==> config.mk <==
export PLATFORM = sky130hd
export DESIGN_NAME = complementary_pwm_deadtime_override
export DESIGN_NICKNAME = d
export VERILOG_FILES = /design/src/common/pwm_pkg.sv /design/src/hdl/pwm_dead_time.sv /design/src/hdl/complementary_pwm_deadtime_override.sv
export SDC_FILE = /design/constraint.sdc
export NUM_CORES = 1
export LEC_CHECK = 0
export BUFFER_PORTS_ARGS = -buffer_cell sky130_fd_sc_hd__buf_4
export CORE_MARGIN = 1.5
export CORE_UTILIZATION = 40
export CTS_CLUSTER_SIZE = 10
export DETAILED_ROUTE_END_ITERATION = 10
export GPL_ROUTABILITY_DRIVEN = 0
export REMOVE_ABC_BUFFERS = 1
export SYNTH_ARGS = -nofsm -noshare
export SYNTH_HDL_FRONTEND = slang
export SYNTH_SLANG_ARGS = --single-unit
==> constraint.sdc <==
create_clock -name clk -period 14.45 [get_ports clk]
set_input_delay 0.7225 -clock clk [delete_from_list [all_inputs] [get_ports clk]]
set_output_delay 0.7225 -clock clk [all_outputs]
set_load 0.01 [all_outputs]
==> src/common/pwm_pkg.sv <==
// constants shared by the complementary pwm generator and its dead-time unit
// assumes a 32-bit apb register bus with word-aligned byte addresses
package pwm_pkg;

    localparam int DATA_W = 32;
    localparam int CNT_W = 16;
    localparam int ADDR_W = 8;
    localparam int GC_W = 10;
    localparam int OC_W = 10;

    // register byte addresses
    localparam logic [7:0] ADDR_GEN_CTRL = 8'h00;
    localparam logic [7:0] ADDR_OUT_CTRL = 8'h04;
    localparam logic [7:0] ADDR_PERIOD = 8'h08;
    localparam logic [7:0] ADDR_DUTY = 8'h0c;
    localparam logic [7:0] ADDR_DEAD = 8'h10;
    localparam logic [7:0] ADDR_ALT_DEAD = 8'h14;
    localparam logic [7:0] ADDR_TB_EN = 8'h18;
    localparam logic [7:0] ADDR_STATUS = 8'h1c;

    // generator_control_register fields
    localparam int GC_IMMEDIATE = 0;
    localparam int GC_CENTER = 2;
    localparam int GC_ITB = 9;

    // output_control_register fields
    localparam int OC_SYNC = 0;
    localparam int OC_DATA_LOW = 6;
    localparam int OC_DATA_HIGH = 7;
    localparam int OC_EN_LOW = 8;
    localparam int OC_EN_HIGH = 9;

    // time base enable and status fields
    localparam int TB_EN_BIT = 0;
    localparam int ST_HIGH = 16;
    localparam int ST_LOW = 17;
    localparam int ST_DT_ACTIVE = 18;
    localparam int ST_DOWN = 19;

    // reset values
    localparam logic [GC_W-1:0] GEN_CTRL_RST = 10'h000;
    localparam logic [OC_W-1:0] OUT_CTRL_RST = 10'h000;
    localparam logic [CNT_W-1:0] PERIOD_RST = 16'h0100;
    localparam logic [CNT_W-1:0] DUTY_RST = 16'h0000;
    localparam logic [CNT_W-1:0] DEAD_RST = 16'h0000;

    // center-aligned compare offset: count + 2 <= duty means high
    localparam logic [CNT_W:0] CENTER_OFFSET = 17'h00002;

endpackage : pwm_pkg

==> src/hdl/pwm_dead_time.sv <==
// dead-time unit: turns one raw high-side level into two gated outputs
// assumes the caller gives single-cycle bypass/cut pulses and a hold level
`timescale 1ns/1ps
`default_nettype none

module pwm_dead_time #(
    parameter int W = pwm_pkg::CNT_W
) (
    input wire logic clk,
    input wire logic reset_n,
    input wire logic ce,
    input wire logic raw_high,
    input wire logic retrigger,
    input wire logic bypass,
    input wire logic cut,
    input wire logic hold,
    input wire logic [W-1:0] dt_high,
    input wire logic [W-1:0] dt_low,
    output logic [1:0] gate,
    output logic active
);

    typedef struct packed {
        logic [1:0][W-1:0] cnt;
        logic [1:0] prev;
        logic [1:0] gate;
    } dt_state_t;

    dt_state_t s;
    dt_state_t next_s;
    logic [1:0] want;
    logic [1:0] load;
    logic [1:0][W-1:0] dt_sel;
    logic [1:0][W-1:0] next_cnt;
    logic [1:0] next_gate;

    // channel 0 is the high side, channel 1 the complementary low side
    for (genvar ch = 0; ch < 2; ch++) begin : g_ch
        assign want[ch] = (ch == 0) ? raw_high : !raw_high;
        assign dt_sel[ch] = (ch == 0) ? dt_high : dt_low;
        // boundary retrigger reloads dead time on a held output
        assign load[ch] = want[ch] & (!s.prev[ch] | (retrigger & (dt_sel[ch] != '0)));
        // immediate change or late write drops the delay
        assign next_cnt[ch] = (hold | bypass | cut | !want[ch]) ? '0 :
                              load[ch] ? dt_sel[ch] :
                              (s.cnt[ch] != '0) ? s.cnt[ch] - 1'b1 : s.cnt[ch];
        // an output asserts after its counter drained, or at once on bypass or cut
        assign next_gate[ch] = !hold & want[ch] &
                               (bypass | cut | (!load[ch] & (next_cnt[ch] == '0)));
    end

    // next state
    always_comb begin
        next_s = s;
        next_s.cnt = next_cnt;
        next_s.prev = hold ? 2'b00 : want;
        next_s.gate = next_gate;
    end

    // registered state, frozen while ce is low
    always_ff @(posedge clk or negedge reset_n) begin
        if (!reset_n) begin
            s <= '0;
        end else if (ce) begin
            s <= next_s;
        end
    end

    assign gate = s.gate;
    assign active = (s.cnt[0] != '0) | (s.cnt[1] != '0);

endmodule : pwm_dead_time
`default_nettype wire

==> src/hdl/complementary_pwm_deadtime_override.sv <==
// complementary pwm generator with dead time, immediate update and override
// assumes an apb master on clk, and a shared master time base on the ports
//
// Implementation choices: the APB interface to the registers and the register addresses.
`timescale 1ns/1ps
`default_nettype none

module complementary_pwm_deadtime_override #(
    parameter int CNT_W = pwm_pkg::CNT_W,
    parameter bit EARLY_REVISION = 1'b0
) (
    input wire logic clk,
    input wire logic reset_n,
    input wire logic ce,
    input wire logic psel,
    input wire logic penable,
    input wire logic pwrite,
    input wire logic [pwm_pkg::ADDR_W-1:0] paddr,
    input wire logic [pwm_pkg::DATA_W-1:0] pwdata,
    output logic [pwm_pkg::DATA_W-1:0] prdata,
    output logic pready,
    output logic pslverr,
    input wire logic [CNT_W-1:0] master_count,
    input wire logic master_boundary,
    output logic high_side_output,
    output logic low_side_output
);

    typedef struct packed {
        logic [pwm_pkg::GC_W-1:0] gen_ctrl;
        logic [pwm_pkg::OC_W-1:0] out_ctrl;
        logic time_base_enable;
        logic [CNT_W-1:0] period;
        logic [CNT_W-1:0] duty_new;
        logic [CNT_W-1:0] duty_active;
        logic [CNT_W-1:0] dead;
        logic [CNT_W-1:0] alt_dead;
        logic [CNT_W-1:0] count;
        logic down;
        logic [3:0] ovr;
        logic high;
        logic low;
        logic pend_bypass;
        logic pend_cut;
        logic [pwm_pkg::DATA_W-1:0] prdata;
        logic pready;
        logic pslverr;
    } pwm_state_t;

    pwm_state_t s;
    pwm_state_t next_s;

    logic immediate;
    logic center;
    logic independent_time_base_select;
    logic [CNT_W-1:0] cmp_count;
    logic own_boundary;
    logic boundary;
    logic retrig;
    logic raw_high;
    logic force_narrow;
    logic between;
    logic bypass;
    logic cut;
    logic wr_en;
    logic [CNT_W-1:0] wr_cnt;
    logic [pwm_pkg::OC_W-1:0] wr_oc;
    logic release_req;
    logic [pwm_pkg::CNT_W:0] center_sum;
    logic [CNT_W-1:0] duty_lo;
    logic [CNT_W-1:0] duty_hi;
    logic [1:0] gate;
    logic dt_active;
    logic [pwm_pkg::DATA_W-1:0] rd_value;
    logic rd_hit;

    assign immediate = s.gen_ctrl[pwm_pkg::GC_IMMEDIATE];
    assign center = s.gen_ctrl[pwm_pkg::GC_CENTER];
    assign independent_time_base_select = s.gen_ctrl[pwm_pkg::GC_ITB];
    // own counter or the shared master count
    assign cmp_count = independent_time_base_select ? s.count : master_count;
    assign boundary = independent_time_base_select ? own_boundary : master_boundary;
    // dead-time reload at period start; the edge base ends its period at the top count,
    // and reloading there would stretch the normal high-side gap
    assign retrig = independent_time_base_select ? (s.time_base_enable && (s.count == '0)) : master_boundary;

    // own time base: edge counts up and wraps, center counts up then down
    always_comb begin
        own_boundary = 1'b0;
        if (s.time_base_enable) begin
            if (center) begin
                own_boundary = s.down && (s.count == '0);
            end else begin
                own_boundary = (s.count >= s.period);
            end
        end
    end

    // raw compare; center needs period+2 and edge period+1 for full duty
    assign center_sum = {1'b0, cmp_count} + pwm_pkg::CENTER_OFFSET;
    assign raw_high = s.time_base_enable &&
                      (center ? (center_sum <= {1'b0, s.duty_active})
                              : (cmp_count < s.duty_active));

    // small center duty under independent time base
    assign force_narrow = center && independent_time_base_select &&
                          ({s.duty_active, 1'b0} < {1'b0, s.alt_dead});

    // apb decode; the write is taken in the access cycle with pready high
    assign wr_en = psel && penable && pwrite && s.pready;
    assign wr_cnt = pwdata[CNT_W-1:0];
    assign wr_oc = pwdata[pwm_pkg::OC_W-1:0];
    assign duty_lo = (wr_cnt < s.duty_active) ? wr_cnt : s.duty_active;
    assign duty_hi = (wr_cnt < s.duty_active) ? s.duty_active : wr_cnt;
    // count lying between previous_duty_value and new_duty_value
    assign between = (cmp_count >= duty_lo) && (cmp_count < duty_hi);
    assign release_req = (s.out_ctrl[pwm_pkg::OC_EN_HIGH] && !wr_oc[pwm_pkg::OC_EN_HIGH]) ||
                         (s.out_ctrl[pwm_pkg::OC_EN_LOW] && !wr_oc[pwm_pkg::OC_EN_LOW]);

    // immediate duty writes bypass or cut the dead-time delay
    always_comb begin
        bypass = 1'b0;
        cut = 1'b0;
        if (wr_en && (paddr == pwm_pkg::ADDR_DUTY) && immediate && s.time_base_enable) begin
            bypass = between;
            cut = dt_active && !between;
        end
    end

    // dead-time unit: center uses the alternate value on both edges
    pwm_dead_time #(
        .W(CNT_W)
    ) u_dead_time (
        .clk(clk),
        .reset_n(reset_n),
        .ce(ce),
        .raw_high(raw_high),
        .retrigger(retrig),
        .bypass(s.pend_bypass),
        .cut(s.pend_cut),
        .hold(!s.time_base_enable),
        .dt_high(center ? s.alt_dead : s.dead),
        .dt_low(s.alt_dead),
        .gate(gate),
        .active(dt_active)
    );

    // read mux
    always_comb begin
        rd_value = '0;
        rd_hit = 1'b1;
        case (paddr)
            pwm_pkg::ADDR_GEN_CTRL: begin
                rd_value[pwm_pkg::GC_W-1:0] = s.gen_ctrl;
            end
            pwm_pkg::ADDR_OUT_CTRL: begin
                rd_value[pwm_pkg::OC_W-1:0] = s.out_ctrl;
            end
            pwm_pkg::ADDR_PERIOD: begin
                rd_value[CNT_W-1:0] = s.period;
            end
            pwm_pkg::ADDR_DUTY: begin
                rd_value[CNT_W-1:0] = s.duty_new;
            end
            pwm_pkg::ADDR_DEAD: begin
                rd_value[CNT_W-1:0] = s.dead;
            end
            pwm_pkg::ADDR_ALT_DEAD: begin
                rd_value[CNT_W-1:0] = s.alt_dead;
            end
            pwm_pkg::ADDR_TB_EN: begin
                rd_value[pwm_pkg::TB_EN_BIT] = s.time_base_enable;
            end
            pwm_pkg::ADDR_STATUS: begin
                rd_value[CNT_W-1:0] = cmp_count;
                rd_value[pwm_pkg::ST_HIGH] = s.high;
                rd_value[pwm_pkg::ST_LOW] = s.low;
                rd_value[pwm_pkg::ST_DT_ACTIVE] = dt_active;
                rd_value[pwm_pkg::ST_DOWN] = s.down;
            end
            default: begin
                rd_hit = 1'b0;
            end
        endcase
    end

    // next state: time base, duty load, bus, override, outputs
    always_comb begin
        next_s = s;

        // own time base runs only while enabled
        if (!s.time_base_enable) begin
            next_s.count = '0;
            next_s.down = 1'b0;
        end else if (center) begin
            if (!s.down) begin
                if (s.count >= s.period) begin
                    next_s.down = 1'b1;
                    next_s.count = s.count - 1'b1;
                end else begin
                    next_s.count = s.count + 1'b1;
                end
            end else if (s.count == '0) begin
                next_s.down = 1'b0;
                next_s.count = s.count + 1'b1;
            end else begin
                next_s.count = s.count - 1'b1;
            end
        end else if (s.count >= s.period) begin
            next_s.count = '0;
        end else begin
            next_s.count = s.count + 1'b1;
        end

        // buffered duty takes effect on the period boundary
        if (boundary && !immediate) begin
            next_s.duty_active = s.duty_new;
        end

        // apb: zero-wait answer registered from the setup cycle
        next_s.pready = psel && !penable;
        if (psel && !penable) begin
            next_s.prdata = pwrite ? '0 : rd_value;
            next_s.pslverr = !rd_hit;
        end else begin
            next_s.pslverr = 1'b0;
        end

        if (wr_en) begin
            case (paddr)
                pwm_pkg::ADDR_GEN_CTRL: begin
                    next_s.gen_ctrl = pwdata[pwm_pkg::GC_W-1:0];
                end
                pwm_pkg::ADDR_OUT_CTRL: begin
                    // release near dead time is dropped on early parts
                    if (!(EARLY_REVISION && dt_active && release_req)) begin
                        next_s.out_ctrl = wr_oc;
                    end
                end
                pwm_pkg::ADDR_PERIOD: begin
                    next_s.period = wr_cnt;
                end
                pwm_pkg::ADDR_DUTY: begin
                    next_s.duty_new = wr_cnt;
                    if (immediate) begin
                        next_s.duty_active = wr_cnt;
                    end
                end
                pwm_pkg::ADDR_DEAD: begin
                    next_s.dead = wr_cnt;
                end
                pwm_pkg::ADDR_ALT_DEAD: begin
                    next_s.alt_dead = wr_cnt;
                end
                pwm_pkg::ADDR_TB_EN: begin
                    next_s.time_base_enable = pwdata[pwm_pkg::TB_EN_BIT];
                end
                default: begin
                end
            endcase
        end

        // compare sees the new duty one cycle after the write, so the bypass waits for it
        next_s.pend_bypass = bypass;
        next_s.pend_cut = cut;

        // override applies at once, or at the boundary when synchronised and the time base is enabled
        if (!s.out_ctrl[pwm_pkg::OC_SYNC] || boundary || !s.time_base_enable) begin
            next_s.ovr = s.out_ctrl[pwm_pkg::OC_EN_HIGH:pwm_pkg::OC_DATA_LOW];
        end

        // output pins; override data bit 7 is high side, bit 6 low side
        if (s.ovr[3]) begin
            next_s.high = s.ovr[1];
        end else if (force_narrow) begin
            next_s.high = raw_high;
        end else begin
            next_s.high = gate[0];
        end
        if (s.ovr[2]) begin
            next_s.low = s.ovr[0];
        end else if (force_narrow) begin
            next_s.low = 1'b0;
        end else begin
            next_s.low = gate[1];
        end
    end

    // state register; ce low freezes everything including the bus answer
    always_ff @(posedge clk or negedge reset_n) begin
        if (!reset_n) begin
            s <= '0;
            s.gen_ctrl <= pwm_pkg::GEN_CTRL_RST;
            s.out_ctrl <= pwm_pkg::OUT_CTRL_RST;
            s.period <= pwm_pkg::PERIOD_RST;
            s.duty_new <= pwm_pkg::DUTY_RST;
            s.duty_active <= pwm_pkg::DUTY_RST;
            s.dead <= pwm_pkg::DEAD_RST;
            s.alt_dead <= pwm_pkg::DEAD_RST;
        end else if (ce) begin
            s <= next_s;
        end
    end

    assign prdata = s.prdata;
    assign pready = s.pready;
    assign pslverr = s.pslverr;
    assign high_side_output = s.high;
    assign low_side_output = s.low;

endmodule : complementary_pwm_deadtime_override
`default_nettype wire

==> results of run 1 <==
[per-stage QoR]
step           total power [mW]  util [%]
2_1_floorplan             0.674         -
3_3_place_gp              0.755      42.3
3_5_place_dp              0.761      42.3
4_1_cts                    1.24      44.0
5_1_grt                    1.29      44.0
6_report                   1.23      44.0
[flip-flops by register name, indices dropped and copies added (netlist names)]
| name | cells |
|---|---|
| pslverr | 1 |
| center | 1 |
| u_dead_time.gate | 2 |
| high_side_output | 1 |
| pready | 1 |
| u_dead_time.s | 34 |
| immediate | 1 |
| independent_time_base_select | 1 |
| low_side_output | 1 |
| prdata | 20 |
| s | 121 |
[worst max-delay path: stages (launching register included)]
cell                       delay (ns)
sky130_fd_sc_hd__dfrtp_1         0.56
sky130_fd_sc_hd__mux2i_1         0.23
sky130_fd_sc_hd__inv_1           0.20
sky130_fd_sc_hd__ha_1            0.23
sky130_fd_sc_hd__nand3_1         0.18
sky130_fd_sc_hd__nor4_1          0.68
sky130_fd_sc_hd__nand4_1         0.22
sky130_fd_sc_hd__nor4_1          0.32
sky130_fd_sc_hd__xnor2_1         0.12
sky130_fd_sc_hd__ha_1            0.37
sky130_fd_sc_hd__nand3_1         0.13
sky130_fd_sc_hd__or2_2           0.31
sky130_fd_sc_hd__o211ai_1        0.52
sky130_fd_sc_hd__a211o_1         0.93
sky130_fd_sc_hd__a211oi_1        0.21
sky130_fd_sc_hd__a311o_1         0.37
sky130_fd_sc_hd__o21ai_1         0.08
[final cells by class]
type	count	share of cell area [%]
Clock inverter	15	1.07
Clock buffer	17	2.81
Tap cell	455	3.76
Timing Repair Buffer	79	3.96
Inverter	98	2.43
Multi-Input combinational cell	1196	55.6
Sequential cell	184	30.4
[worst paths after layout]
path	end	from	slack, ns
worst max-delay path	u_dead_time.s[13]	independent_time_base_select	8.69
max in group asynchronous	s[123]	reset_n	12.51
min in group clk	high_side_output	s[41]	0.48
worst min-delay path	s[52]	reset_n	0.39
worst min register to register	high_side_output	s[41]	0.48
worst max register to register	u_dead_time.s[13]	independent_time_base_select	8.69
[power groups by stage]
stage	logic, mW	clock network (mW)	registers [mW]
after floorplan	0.137	0	0.537
after global placement	0.216	0	0.540
after detailed placement	0.221	0	0.540
after CTS	0.222	0.486	0.529
after global routing	0.252	0.506	0.531
final	0.223	0.479	0.530
[placed cells by master, fill, tap and decap left out, types with 11 or more instances in the layout]
| cell type | synthesis | routed |
|---|---|---|
| sky130_fd_sc_hd__a211oi_1 | 15 | 15 |
| sky130_fd_sc_hd__o2bb2ai_1 | 19 | 19 |
| sky130_fd_sc_hd__nor3_1 | 36 | 36 |
| sky130_fd_sc_hd__a31oi_1 | 13 | 13 |
| sky130_fd_sc_hd__mux2_1 | 12 | 12 |
| sky130_fd_sc_hd__nand2_1 | 122 | 122 |
| sky130_fd_sc_hd__inv_1 | 95 | 95 |
| sky130_fd_sc_hd__a21o_1 | 12 | 11 |
| sky130_fd_sc_hd__nor4_1 | 23 | 23 |
| sky130_fd_sc_hd__xnor2_1 | 25 | 25 |
| sky130_fd_sc_hd__nor2_1 | 128 | 128 |
| sky130_fd_sc_hd__ha_1 | 115 | 115 |
| sky130_fd_sc_hd__o22ai_1 | 22 | 22 |
| sky130_fd_sc_hd__mux2i_1 | 53 | 53 |
| sky130_fd_sc_hd__o221a_1 | 16 | 16 |
| sky130_fd_sc_hd__clkbuf_16 | 0 | 17 |
| sky130_fd_sc_hd__mux2_2 | 71 | 71 |
| sky130_fd_sc_hd__o21ai_1 | 32 | 32 |
| sky130_fd_sc_hd__and3_1 | 14 | 14 |
| sky130_fd_sc_hd__a21oi_1 | 102 | 102 |
| sky130_fd_sc_hd__buf_4 | 32 | 78 |
| sky130_fd_sc_hd__nand3_1 | 61 | 61 |
| sky130_fd_sc_hd__nand2b_1 | 11 | 11 |
| sky130_fd_sc_hd__dfrtp_1 | 183 | 183 |
| sky130_fd_sc_hd__o21ai_0 | 78 | 78 |
| sky130_fd_sc_hd__conb_1 | 1 | 12 |
| sky130_fd_sc_hd__nand4_1 | 24 | 24 |
| sky130_fd_sc_hd__a22oi_1 | 23 | 23 |
[cell families (layout without fill, tap and decap cells)]
kind of cell    count (synthesis)  after routing  share of synthesized area [%]
other cells                     1             12                         0.0269
simple gates                  484            484                           17.1
compound gates                417            417                           19.6
mux                           140            140                           11.1
buf+inv                       226            209                           7.04
fa+ha+maj                     115            115                           10.3
xor+xnor                       28             28                           1.76
flops                         184            184                           33.0
[metal layers]
layer	vias to the layer above	GRT usage (%)
met1	6141	36.4
met5	-	0
met2	519	39.3
li1	5811	-
met3	55	4.45
met4	0	7.63
==> qor_table.md, run 1 <==
| Metric | Value | Unit |
|:---|:---|:---|
| I/O pin count | 99 | - |
| Final Instance Area | 15100 | µm² |
| Run status | finished clean | - |
| Final number of setup-violating endpoints | 0 | - |
| Sequential share of power | 43.0 | % |
| Pwr dens | 81.3 | nW/µm² |
| Synthesized cell area | 14000 | µm² |
| Worst min-delay path class | in2async | - |
| Most numerous cell types in the synthesized netlist | sky130_fd_sc_hd__dfrtp_1 (183), sky130_fd_sc_hd__nor2_1 (128), sky130_fd_sc_hd__nand2_1 (122), sky130_fd_sc_hd__ha_1 (115), sky130_fd_sc_hd__a21oi_1 (102) | - |
| Maximum number of pins on one net before global-route repair | 110 | - |
| Horiz. Die Dim | 190 | µm |
| Net Switching | 380 | µW |
| Arrival time reported for the critical path endpoint | 6.12 | ns |
| Number of buffers created by CTS | 17 | - |
| Net switching fraction of the power | 30.9 | % |
| Kind of start point of the critical path | register | - |
| Post-route non-filler standard cell count | 2044 | - |
| TritonCTS clock tree | yes | - |
| Slew @ Worst Pin | 1.07 | ns |
| Core outline area | 34500 | µm² |
| Final Hold Slack | 0.394 | ns |
| Flip-flop cell with the highest count after synthesis | sky130_fd_sc_hd__dfrtp_1 | - |
| Max Transition Viols Final | 0 | - |
| Share of synthesized flip-flops with an asynchronous set or reset | 100 | % |
| Drc violations | 0 | - |
| Mapped Avg Cell Area | 8.75 | µm² |
| Warnings, synthesis | 0 | - |
| Wire per inst | 22.1 | µm |
| Number of flops mapped to enable cells by yosys | 0 | - |
| CP Data Required Time | 14.81 | ns |
| Post-cts repair resize count | 0 | - |
| All-Layer GR Usage | 25.5 | % |
| Clock share of power | 38.9 | % |
| Synthesized instance count | 1595 | - |
| Share of layout cells above drive strength 1 | 12.9 | % |
| Worst r2r path cells | 16 | - |
| Die Y-Extent | 190 | µm |
| Length of routed met2 wiring | 20100 | µm |
| First-pass detailed-route iteration total | 6 | - |
| Hold Violations, Final | 0 | - |
| Sequential cell area | 4610 | µm² |
| Cell internal power dissipation | 852 | µW |
| Initial Utilization | 40.5 | % |
| Critical setup path kind | reg2reg | - |
| Number of maximum-capacitance violations | 0 | - |
| Clock Skew | 0.0141 | ns |
| Clock Tree Root | sky130_fd_sc_hd__clkbuf_16 | - |
| Largest vdd supply drop | 54.6 | µV |
| Antenna violations before repair | 0 | - |
| Area of the multi-input gates | 8420 | µm² |
| Maximum clock frequency | 174 | MHz |
| Total grt overflow | 0 | - |
| PortBufs | 70 | - |
| Maximum number of buffers from clock root to sink | 2 | - |
| Clock latency reported for the late side of the worst-skew pair | 0.45 | ns |
| #FFs+latches synth | 184 | - |
| Most area-consuming cells after synthesis | sky130_fd_sc_hd__dfrtp_1 (33%), sky130_fd_sc_hd__ha_1 (10%), sky130_fd_sc_hd__mux2_2 (5.7%) | - |
| Final Critical Period | 5.76 | ns |
| Initial drt markers | 1246 | - |
| Sum of routed wire length over all layers | 45200 | µm |
| Via-per-instance ratio | 6.13 | - |
| Uppermost routed layer | met4 | - |
| Layout net count | 1754 | - |
| Final worst-path setup slack | 8.69 | ns |
| Setup bufs post-CTS | 0 | - |
| Detail Route Antenna Nets | 0 | - |
| Total Negative Setup Slacks | 0 | ns |
| Leakage | 6.84 | nW |
| Cell total after placement | 2012 | - |
| Share of the synthesized area in the top cell type | 32.8 | % |
| Worst-path fanout max | 34 | - |
| Setup repair after global routing missed its margin | false | - |
| Hold-fix buffer count after cts | 0 | - |
| Library cell with the highest instance count after synthesis | sky130_fd_sc_hd__dfrtp_1 | - |
| FILL cells | 3406 | - |
| Placed inst area | 14600 | µm² |
| Half-perimeter wire length after placement | 33500 | µm |
| Critical Path End Type | register | - |
| Combinational cell fraction of total power | 18.1 | % |
| Distinct cell type count after synthesis | 83 | - |
| Die ar. | 36000 | µm² |
| Post-route clock period utilization | 39.8 | % |
| Wire length of the first global-routing pass | 70400 | µm |
| Total length of routed met3 wires | 3540 | µm |
| Clock sink count | 184 | - |
| Met1 wire length | 20500 | µm |
| CTS HTree Levels | 4 | - |
| Total number of placement rows | 68 | - |
| Final antenna diode count | 0 | - |
| Relative slew slack | 28.8 | % |
| Number of global-route vias before repair | 11900 | - |
| Cell type with the highest aggregate area in the netlist | sky130_fd_sc_hd__dfrtp_1 | - |
| Sequential-to-total area share from yosys stat | 33.0 | % |
| Number of vias after detailed routing | 12500 | - |
| Worst slack at placement | 8.73 | ns |
| Area growth from synthesis to layout | 8.51 | % |
| Clock-pin slew reported for the worst setup and hold paths after clock tree synthesis | 0.08 | ns |
Note: power is estimated with default switching activity, not from simulation.
==> run 2: changes to the inputs <==
==> constraint.sdc (replaced) <==
create_clock -name clk -period 5.95 [get_ports clk]
set_input_delay 0.2975 -clock clk [delete_from_list [all_inputs] [get_ports clk]]
set_output_delay 0.2975 -clock clk [all_outputs]
set_load 0.01 [all_outputs]
==> qor_table.md, run 2 (same netlist as run 1, synthesis figures left out) <==
| Metric | Value | Unit |
|:---|:---|:---|
| Critical Path End Type | register | - |
| Share of layout cells above drive strength 1 | 13.5 | % |
| Cell with the largest stage delay on the worst path | sky130_fd_sc_hd__a21oi_1 | - |
| CTS HTree Levels | 4 | - |
| Setup bufs post-CTS | 0 | - |
| Hold-fix buffer count after cts | 0 | - |
| Clock Tree Root | sky130_fd_sc_hd__clkbuf_16 | - |
| Number of global-route vias before repair | 12100 | - |
| Final antenna diode count | 0 | - |
| Core outline area | 34500 | µm² |
| Largest vdd supply drop | 166 | µV |
| I/O pin count | 99 | - |
| Wire length of the first global-routing pass | 71600 | µm |
| Detail Route Antenna Nets | 0 | - |
| Reg2Reg Capture Point | u_dead_time.s[21] | - |
| Number of flip-flops under the largest register name | 121 | - |
| Sequential cell area | 4610 | µm² |
| Cells along the critical path | mux2i_1 -> inv_1 -> ha_1 -> nand3_1 -> nor4_1 -> buf_4 -> nand4_1 -> nor4_1 -> xnor2_1 -> ha_1 -> nand3_1 -> or2_2 -> o211ai_1 -> nand2_1 -> a21oi_1 -> mux2_2 -> a31o_1 | - |
| All-Layer GR Usage | 25.9 | % |
| Clock Skew | 0.0112 | ns |
| Slew @ Worst Pin | 1.11 | ns |
| Sum of routed wire length over all layers | 45900 | µm |
| Final Hold Slack | -0.0580 | ns |
| Total power | 3.02 | mW |
| Kind of start point of the critical path | register | - |
| Clock-pin slew reported for the worst setup and hold paths after clock tree synthesis | 0.07 | ns |
| Top library cells by usage in the layout, fill and taps aside | sky130_fd_sc_hd__dfrtp_1 (183), sky130_fd_sc_hd__nor2_1 (128), sky130_fd_sc_hd__nand2_1 (122), sky130_fd_sc_hd__ha_1 (115), sky130_fd_sc_hd__a21oi_1 (102) | - |
| PortBufs | 70 | - |
| Total Negative Setup Slacks | 0 | ns |
| Leakage | 6.90 | nW |
| Run status | complete, but fails checks | - |
| Via-per-instance ratio | 6.13 | - |
| Number of buffers created by CTS | 17 | - |
| Worst min-delay path class | in2async | - |
| Die Y-Extent | 190 | µm |
| Worst-path fanout max | 9 | - |
| Layout net count | 1765 | - |
| First-pass detailed-route iteration total | 7 | - |
| Antenna violations before repair | 0 | - |
| Arrival time reported for the critical path endpoint | 5.41 | ns |
| Initial drt markers | 1329 | - |
| Area growth from synthesis to layout | 9.24 | % |
| Count of buffering cells on the critical path with inverters included | 2 | - |
| Total number of placement rows | 68 | - |
| Most frequent standard cell in the layout excluding fill and tap cells | sky130_fd_sc_hd__dfrtp_1 | - |
| Family of cells with the greatest summed delay on the critical path | simple AND/OR/NAND/NOR gates | - |
| Critical setup path kind | reg2reg | - |
| Total grt overflow | 0 | - |
| Final number of setup-violating endpoints | 0 | - |
| Final Critical Period | 5.08 | ns |
| Initial Utilization | 40.5 | % |
| Wire per inst | 22.3 | µm |
| Max Transition Viols Final | 0 | - |
| Delay of the slowest critical-path stage | 0.54 | ns |
| CP Data Required Time | 6.28 | ns |
| Worst r2r path cells | 17 | - |
| Relative slew slack | 25.6 | % |
| FILL cells | 3399 | - |
| TritonCTS clock tree | yes | - |
| Setup repair after global routing missed its margin | false | - |
| Number of maximum-capacitance violations | 0 | - |
| Post-route non-filler standard cell count | 2055 | - |
| Maximum number of pins on one net before global-route repair | 110 | - |
| Maximum number of buffers from clock root to sink | 2 | - |
| Cell total after placement | 2023 | - |
| Hold Violations, Final | 21 | - |
| Pwr dens | 198 | nW/µm² |
| Clock latency reported for the late side of the worst-skew pair | 0.44 | ns |
| Horiz. Die Dim | 190 | µm |
| Maximum clock frequency | 197 | MHz |
| Die ar. | 36000 | µm² |
| Number of vias after detailed routing | 12600 | - |
| Critical R2R Launch | independent_time_base_select | - |
| Post-cts repair resize count | 0 | - |
| Most flops, register | s | - |
| Failing checks | hold timing | - |
| Slack of the worst reg-to-reg path | 0.87 | ns |
| Area of the multi-input gates | 8420 | µm² |
| Clock sink count | 184 | - |
| Post-route clock period utilization | 85.4 | % |
| Drc violations | 0 | - |
| Half-perimeter wire length after placement | 34200 | µm |
run 2: changes by cell type in the layout (fill, tap and decap cells not counted), sizes merged:
cell,delta
inv,+1
buf,+11
clkinv,-3
clkinvlp,+1
bufinv,+1
run 2: per-stage QoR:
| stage | worst slack (ns) | hold WS, ns | util (%) | area (µm²) |
|---|---|---|---|---|
| after floorplan | 1.13 | 0.00191 | - | 13400 |
| after CTS | 0.960 | 0.0295 | 44.3 | 15200 |
| after detailed placement | 0.977 | 0.470 | 42.5 | 14600 |
| final | 0.869 | -0.0580 | 44.3 | 15200 |
| after global placement | 1.04 | 0.465 | 42.5 | 14600 |
| after global routing | 0.579 | 0.0382 | 44.3 | 15200 |
run 2: metal layers:
metal  global-route usage (%)  part of all wire (%)  routed length [µm]  up-vias
li1                         -                     -                   -     5820
met1                     36.9                    46               20900     6173
met2                     39.4                    44               20200      531
met3                     4.91                   7.7                3550       69
met4                     7.91                   2.5                1140        0
met5                        0                     0                   0        -
run 2: how the worst max path moves through the flow:
stage | startpoint | to | slack (ns) | cells after the start
after detailed placement | s[105] | s[35] | 0.98 | 17
after global placement | s[105] | s[35] | 1.04 | 17
after global routing | independent_time_base_select | u_dead_time.s[21] | 0.58 | 17
after floorplan | independent_time_base_select | u_dead_time.s[21] | 1.13 | 16
final | independent_time_base_select | u_dead_time.s[21] | 0.87 | 17
after CTS | s[105] | s[35] | 0.96 | 17
run 2: final cells by class:
type / instances / share of cell area [%]
clock inverter: 15 / 1.19
timing repair buffer: 90 / 4.47
tap: 455 / 3.73
clock buffer: 17 / 2.79
inverter: 98 / 2.41
multi-input combinational: 1196 / 55.2
sequential: 184 / 30.2
run 2: report_power, final:
part / internal (mW) / leakage, nW / total (mW) / switching (mW)
Sequential: 1.27 / 2.45 / 1.29 / 0.0200
Clock: 0.638 / 0.290 / 1.19 / 0.556
Combinational: 0.207 / 4.16 / 0.545 / 0.338
==> run 3: changes to the inputs <==
--- a/config.mk
+++ b/config.mk
@@ -12,6 +12,8 @@
 export DETAILED_ROUTE_END_ITERATION = 10
 export GPL_ROUTABILITY_DRIVEN = 0
 export REMOVE_ABC_BUFFERS = 1
+export SLEW_MARGIN = 40
 export SYNTH_ARGS = -nofsm -noshare
 export SYNTH_HDL_FRONTEND = slang
+export SYNTH_HIERARCHICAL = 1
 export SYNTH_SLANG_ARGS = --single-unit
==> qor_table.md, run 3 <==
| Metric | Value | Unit |
|:---|:---|:---|
| Drc violations | 0 | - |
| Clock sink count | 184 | - |
| Total Negative Setup Slacks | 0 | ns |
| Mapped Avg Cell Area | 9.04 | µm² |
| CTS HTree Levels | 4 | - |
| Setup bufs post-CTS | 0 | - |
| Share of layout cells above drive strength 1 | 17.1 | % |
| Worst-path fanout max | 16 | - |
| Post-route clock period utilization | 89.8 | % |
| Arrival time reported for the critical path endpoint | 5.72 | ns |
| Share of the synthesized area in the top cell type | 32.6 | % |
| Slew @ Worst Pin | 0.848 | ns |
| Synthesized cell area | 14100 | µm² |
| Final number of setup-violating endpoints | 0 | - |
| CP Data Required Time | 6.33 | ns |
| Die Y-Extent | 191 | µm |
| Maximum number of pins on one net before global-route repair | 96 | - |
| Flip-flop cell with the highest count after synthesis | sky130_fd_sc_hd__dfrtp_1 | - |
| Area of the multi-input gates | 8600 | µm² |
| Total power | 3.01 | mW |
| Clock-pin slew reported for the worst setup and hold paths after clock tree synthesis | 0.07 | ns |
| Share of synthesized flip-flops with an asynchronous set or reset | 100 | % |
| Wire per inst | 21.9 | µm |
| Number of flip-flops under the largest register name | 121 | - |
| Cell type with the highest aggregate area in the netlist | sky130_fd_sc_hd__dfrtp_1 | - |
| Post-cts repair resize count | 0 | - |
| Worst slack at placement | 0.700 | ns |
| Delay of the slowest critical-path stage | 0.55 | ns |
| Horiz. Die Dim | 191 | µm |
| Most flops, register | s | - |
| Run status | finished clean | - |
| Critical Path End Type | register | - |
| PortBufs | 70 | - |
| Most numerous cell types in the synthesized netlist | sky130_fd_sc_hd__dfrtp_1 (183), sky130_fd_sc_hd__nand2_1 (138), sky130_fd_sc_hd__o21ai_0 (131), sky130_fd_sc_hd__ha_1 (116), sky130_fd_sc_hd__mux2_2 (102) | - |
| Sequential cell area | 4610 | µm² |
| Setup repair after global routing missed its margin | false | - |
| Detail Route Antenna Nets | 0 | - |
| Antenna violations before repair | 0 | - |
| Cell total after placement | 1994 | - |
| Placed inst area | 14800 | µm² |
| Number of vias after detailed routing | 12300 | - |
| Core outline area | 34500 | µm² |
| Worst min-delay path class | in2reg | - |
| Largest vdd supply drop | 225 | µV |
| Number of global-route vias before repair | 11700 | - |
| Top library cells by usage in the layout, fill and taps aside | sky130_fd_sc_hd__dfrtp_1 (182), sky130_fd_sc_hd__nand2_1 (137), sky130_fd_sc_hd__o21ai_0 (130), sky130_fd_sc_hd__ha_1 (116), sky130_fd_sc_hd__mux2_2 (102) | - |
| Wire length of the first global-routing pass | 69000 | µm |
| Total grt overflow | 0 | - |
| Final Critical Period | 5.34 | ns |
| Sum of routed wire length over all layers | 44400 | µm |
| Die ar. | 36300 | µm² |
| Critical setup path kind | reg2reg | - |
| Most frequent standard cell in the layout excluding fill and tap cells | sky130_fd_sc_hd__dfrtp_1 | - |
| Area growth from synthesis to layout | 9.64 | % |
| Fin util | 44.7 | % |
| Pwr dens | 195 | nW/µm² |
| Hold Violations, Final | 0 | - |
| FILL cells | 3401 | - |
| I/O pin count | 99 | - |
| All-Layer GR Usage | 24.9 | % |
| Maximum clock frequency | 187 | MHz |
| Post-route non-filler standard cell count | 2029 | - |
| Warnings, synthesis | 6 | - |
| Number of flops mapped to enable cells by yosys | 0 | - |
| Cells along the critical path | mux2i_1 -> inv_1 -> ha_1 -> nand2_1 -> nor3_1 -> nand2_1 -> nor2_1 -> xnor2_1 -> ha_1 -> o21ai_0 -> nand2b_1 -> a21oi_1 -> o21ai_0 -> nand3_1 -> o2111ai_1 -> o211ai_1 -> nand2_1 -> and2_1 -> a211oi_1 -> or4_1 -> a22oi_2 | - |
| Number of buffers created by CTS | 17 | - |
| Via-per-instance ratio | 6.05 | - |
| Clock Skew | 0.0141 | ns |
| Total number of placement rows | 68 | - |
| Clock Tree Root | sky130_fd_sc_hd__clkbuf_16 | - |
| Final Hold Slack | 0.146 | ns |
| Max Transition Viols Final | 0 | - |
| Count of buffering cells on the critical path with inverters included | 1 | - |
| Cell seen most often among critical-path stages | sky130_fd_sc_hd__nand2_1 | - |
| Leakage | 7.20 | nW |
| Number of maximum-capacitance violations | 0 | - |
| First-pass detailed-route iteration total | 7 | - |
| Half-perimeter wire length after placement | 33200 | µm |
| Final Instance Area | 15400 | µm² |
| Relative slew slack | 43.4 | % |
| Maximum number of buffers from clock root to sink | 2 | - |
| Distinct cell type count after synthesis | 81 | - |
| Initial drt markers | 1232 | - |
| Cell with the largest stage delay on the worst path | sky130_fd_sc_hd__and2_1 | - |
| Library cell with the highest instance count after synthesis | sky130_fd_sc_hd__dfrtp_1 | - |
| Sequential-to-total area share from yosys stat | 32.7 | % |
| Family of cells with the greatest summed delay on the critical path | simple AND/OR/NAND/NOR gates | - |
| Most area-consuming cells after synthesis | sky130_fd_sc_hd__dfrtp_1 (33%), sky130_fd_sc_hd__ha_1 (10%), sky130_fd_sc_hd__mux2_2 (8.2%) | - |
| Final worst-path setup slack | 0.607 | ns |
| Clock latency reported for the late side of the worst-skew pair | 0.46 | ns |
| Initial Utilization | 40.7 | % |
| Hold-fix buffer count after cts | 1 | - |
| Kind of start point of the critical path | register | - |
| TritonCTS clock tree | yes | - |
| #FFs+latches synth | 184 | - |
| Synthesized instance count | 1557 | - |
| Layout net count | 1739 | - |
-- run 3: cell types whose count changed in the layout (fill, tap and decap cells not counted), sizes merged, moves of 13 or more --
| cell | change |
|---|---|
| nor2 | -52 |
| a21oi | -27 |
| nand3 | -27 |
| nand2 | +16 |
| a22oi | -13 |
| a21o | +21 |
| o21ai | +36 |
| mux2 | +19 |
-- run 3: cell type report --
class / instances / area share (%)
clock inverters: 11 / 0.811
repair buffers: 91 / 4.62
diodes: 1 / 0.0162
well taps: 455 / 3.69
multi-input cells: 1178 / 55.7
inverters: 88 / 2.14
clock buffers: 21 / 3.11
flip-flops and latches: 184 / 29.9
-- run 3: path summary, 6_finish.rpt --
path	start	slack [ns]	end	depth (start not counted)
worst max-delay path	s[44]	0.61	u_dead_time/gate[0]	21
min in group asynchronous	reset_n	0.30	s[43]	2
max in group asynchronous	reset_n	4.37	s[88]	4
worst min-delay path	pwdata[12]	0.15	s[135]	3
worst max register to register	s[44]	0.61	u_dead_time/gate[0]	21
worst min register to register	prdata[14]	0.48	prdata[14]	1
-- run 3: worst min-delay path, cell delays in order --
cell and delay, ns:
sky130_fd_sc_hd__buf_4 0.14, sky130_fd_sc_hd__nand2_1 0.05, sky130_fd_sc_hd__o21ai_0 0.07
-- run 3: cell families after synthesis --
kind of cell | share of synthesized area [%]
and+or+nand+nor | 15.5
AOI/OAI and AO/OA | 20.1
buffers and inverters | 6.78
DFF | 32.7
muxes | 12.1
adders and majority gates | 10.3
xor gates and xnor gates | 2.43
other | 0.0267
-- run 3: metal layers --
| layer | wire (µm) | part of all wire, % | vias up | global-route usage, % |
|---|---|---|---|---|
| met5 | 0 | 0 | - | 0 |
| met4 | 1190 | 2.7 | 0 | 8.48 |
| met3 | 3290 | 7.4 | 67 | 4.93 |
| met2 | 19300 | 43 | 478 | 37.5 |
| met1 | 20600 | 46 | 6004 | 35.4 |
| li1 | - | - | 5724 | - |
-- run 3: report_power, final --
group / switching, mW / internal (mW)
registers: 0.0219 / 1.27
logic: 0.309 / 0.211
clock network: 0.561 / 0.638
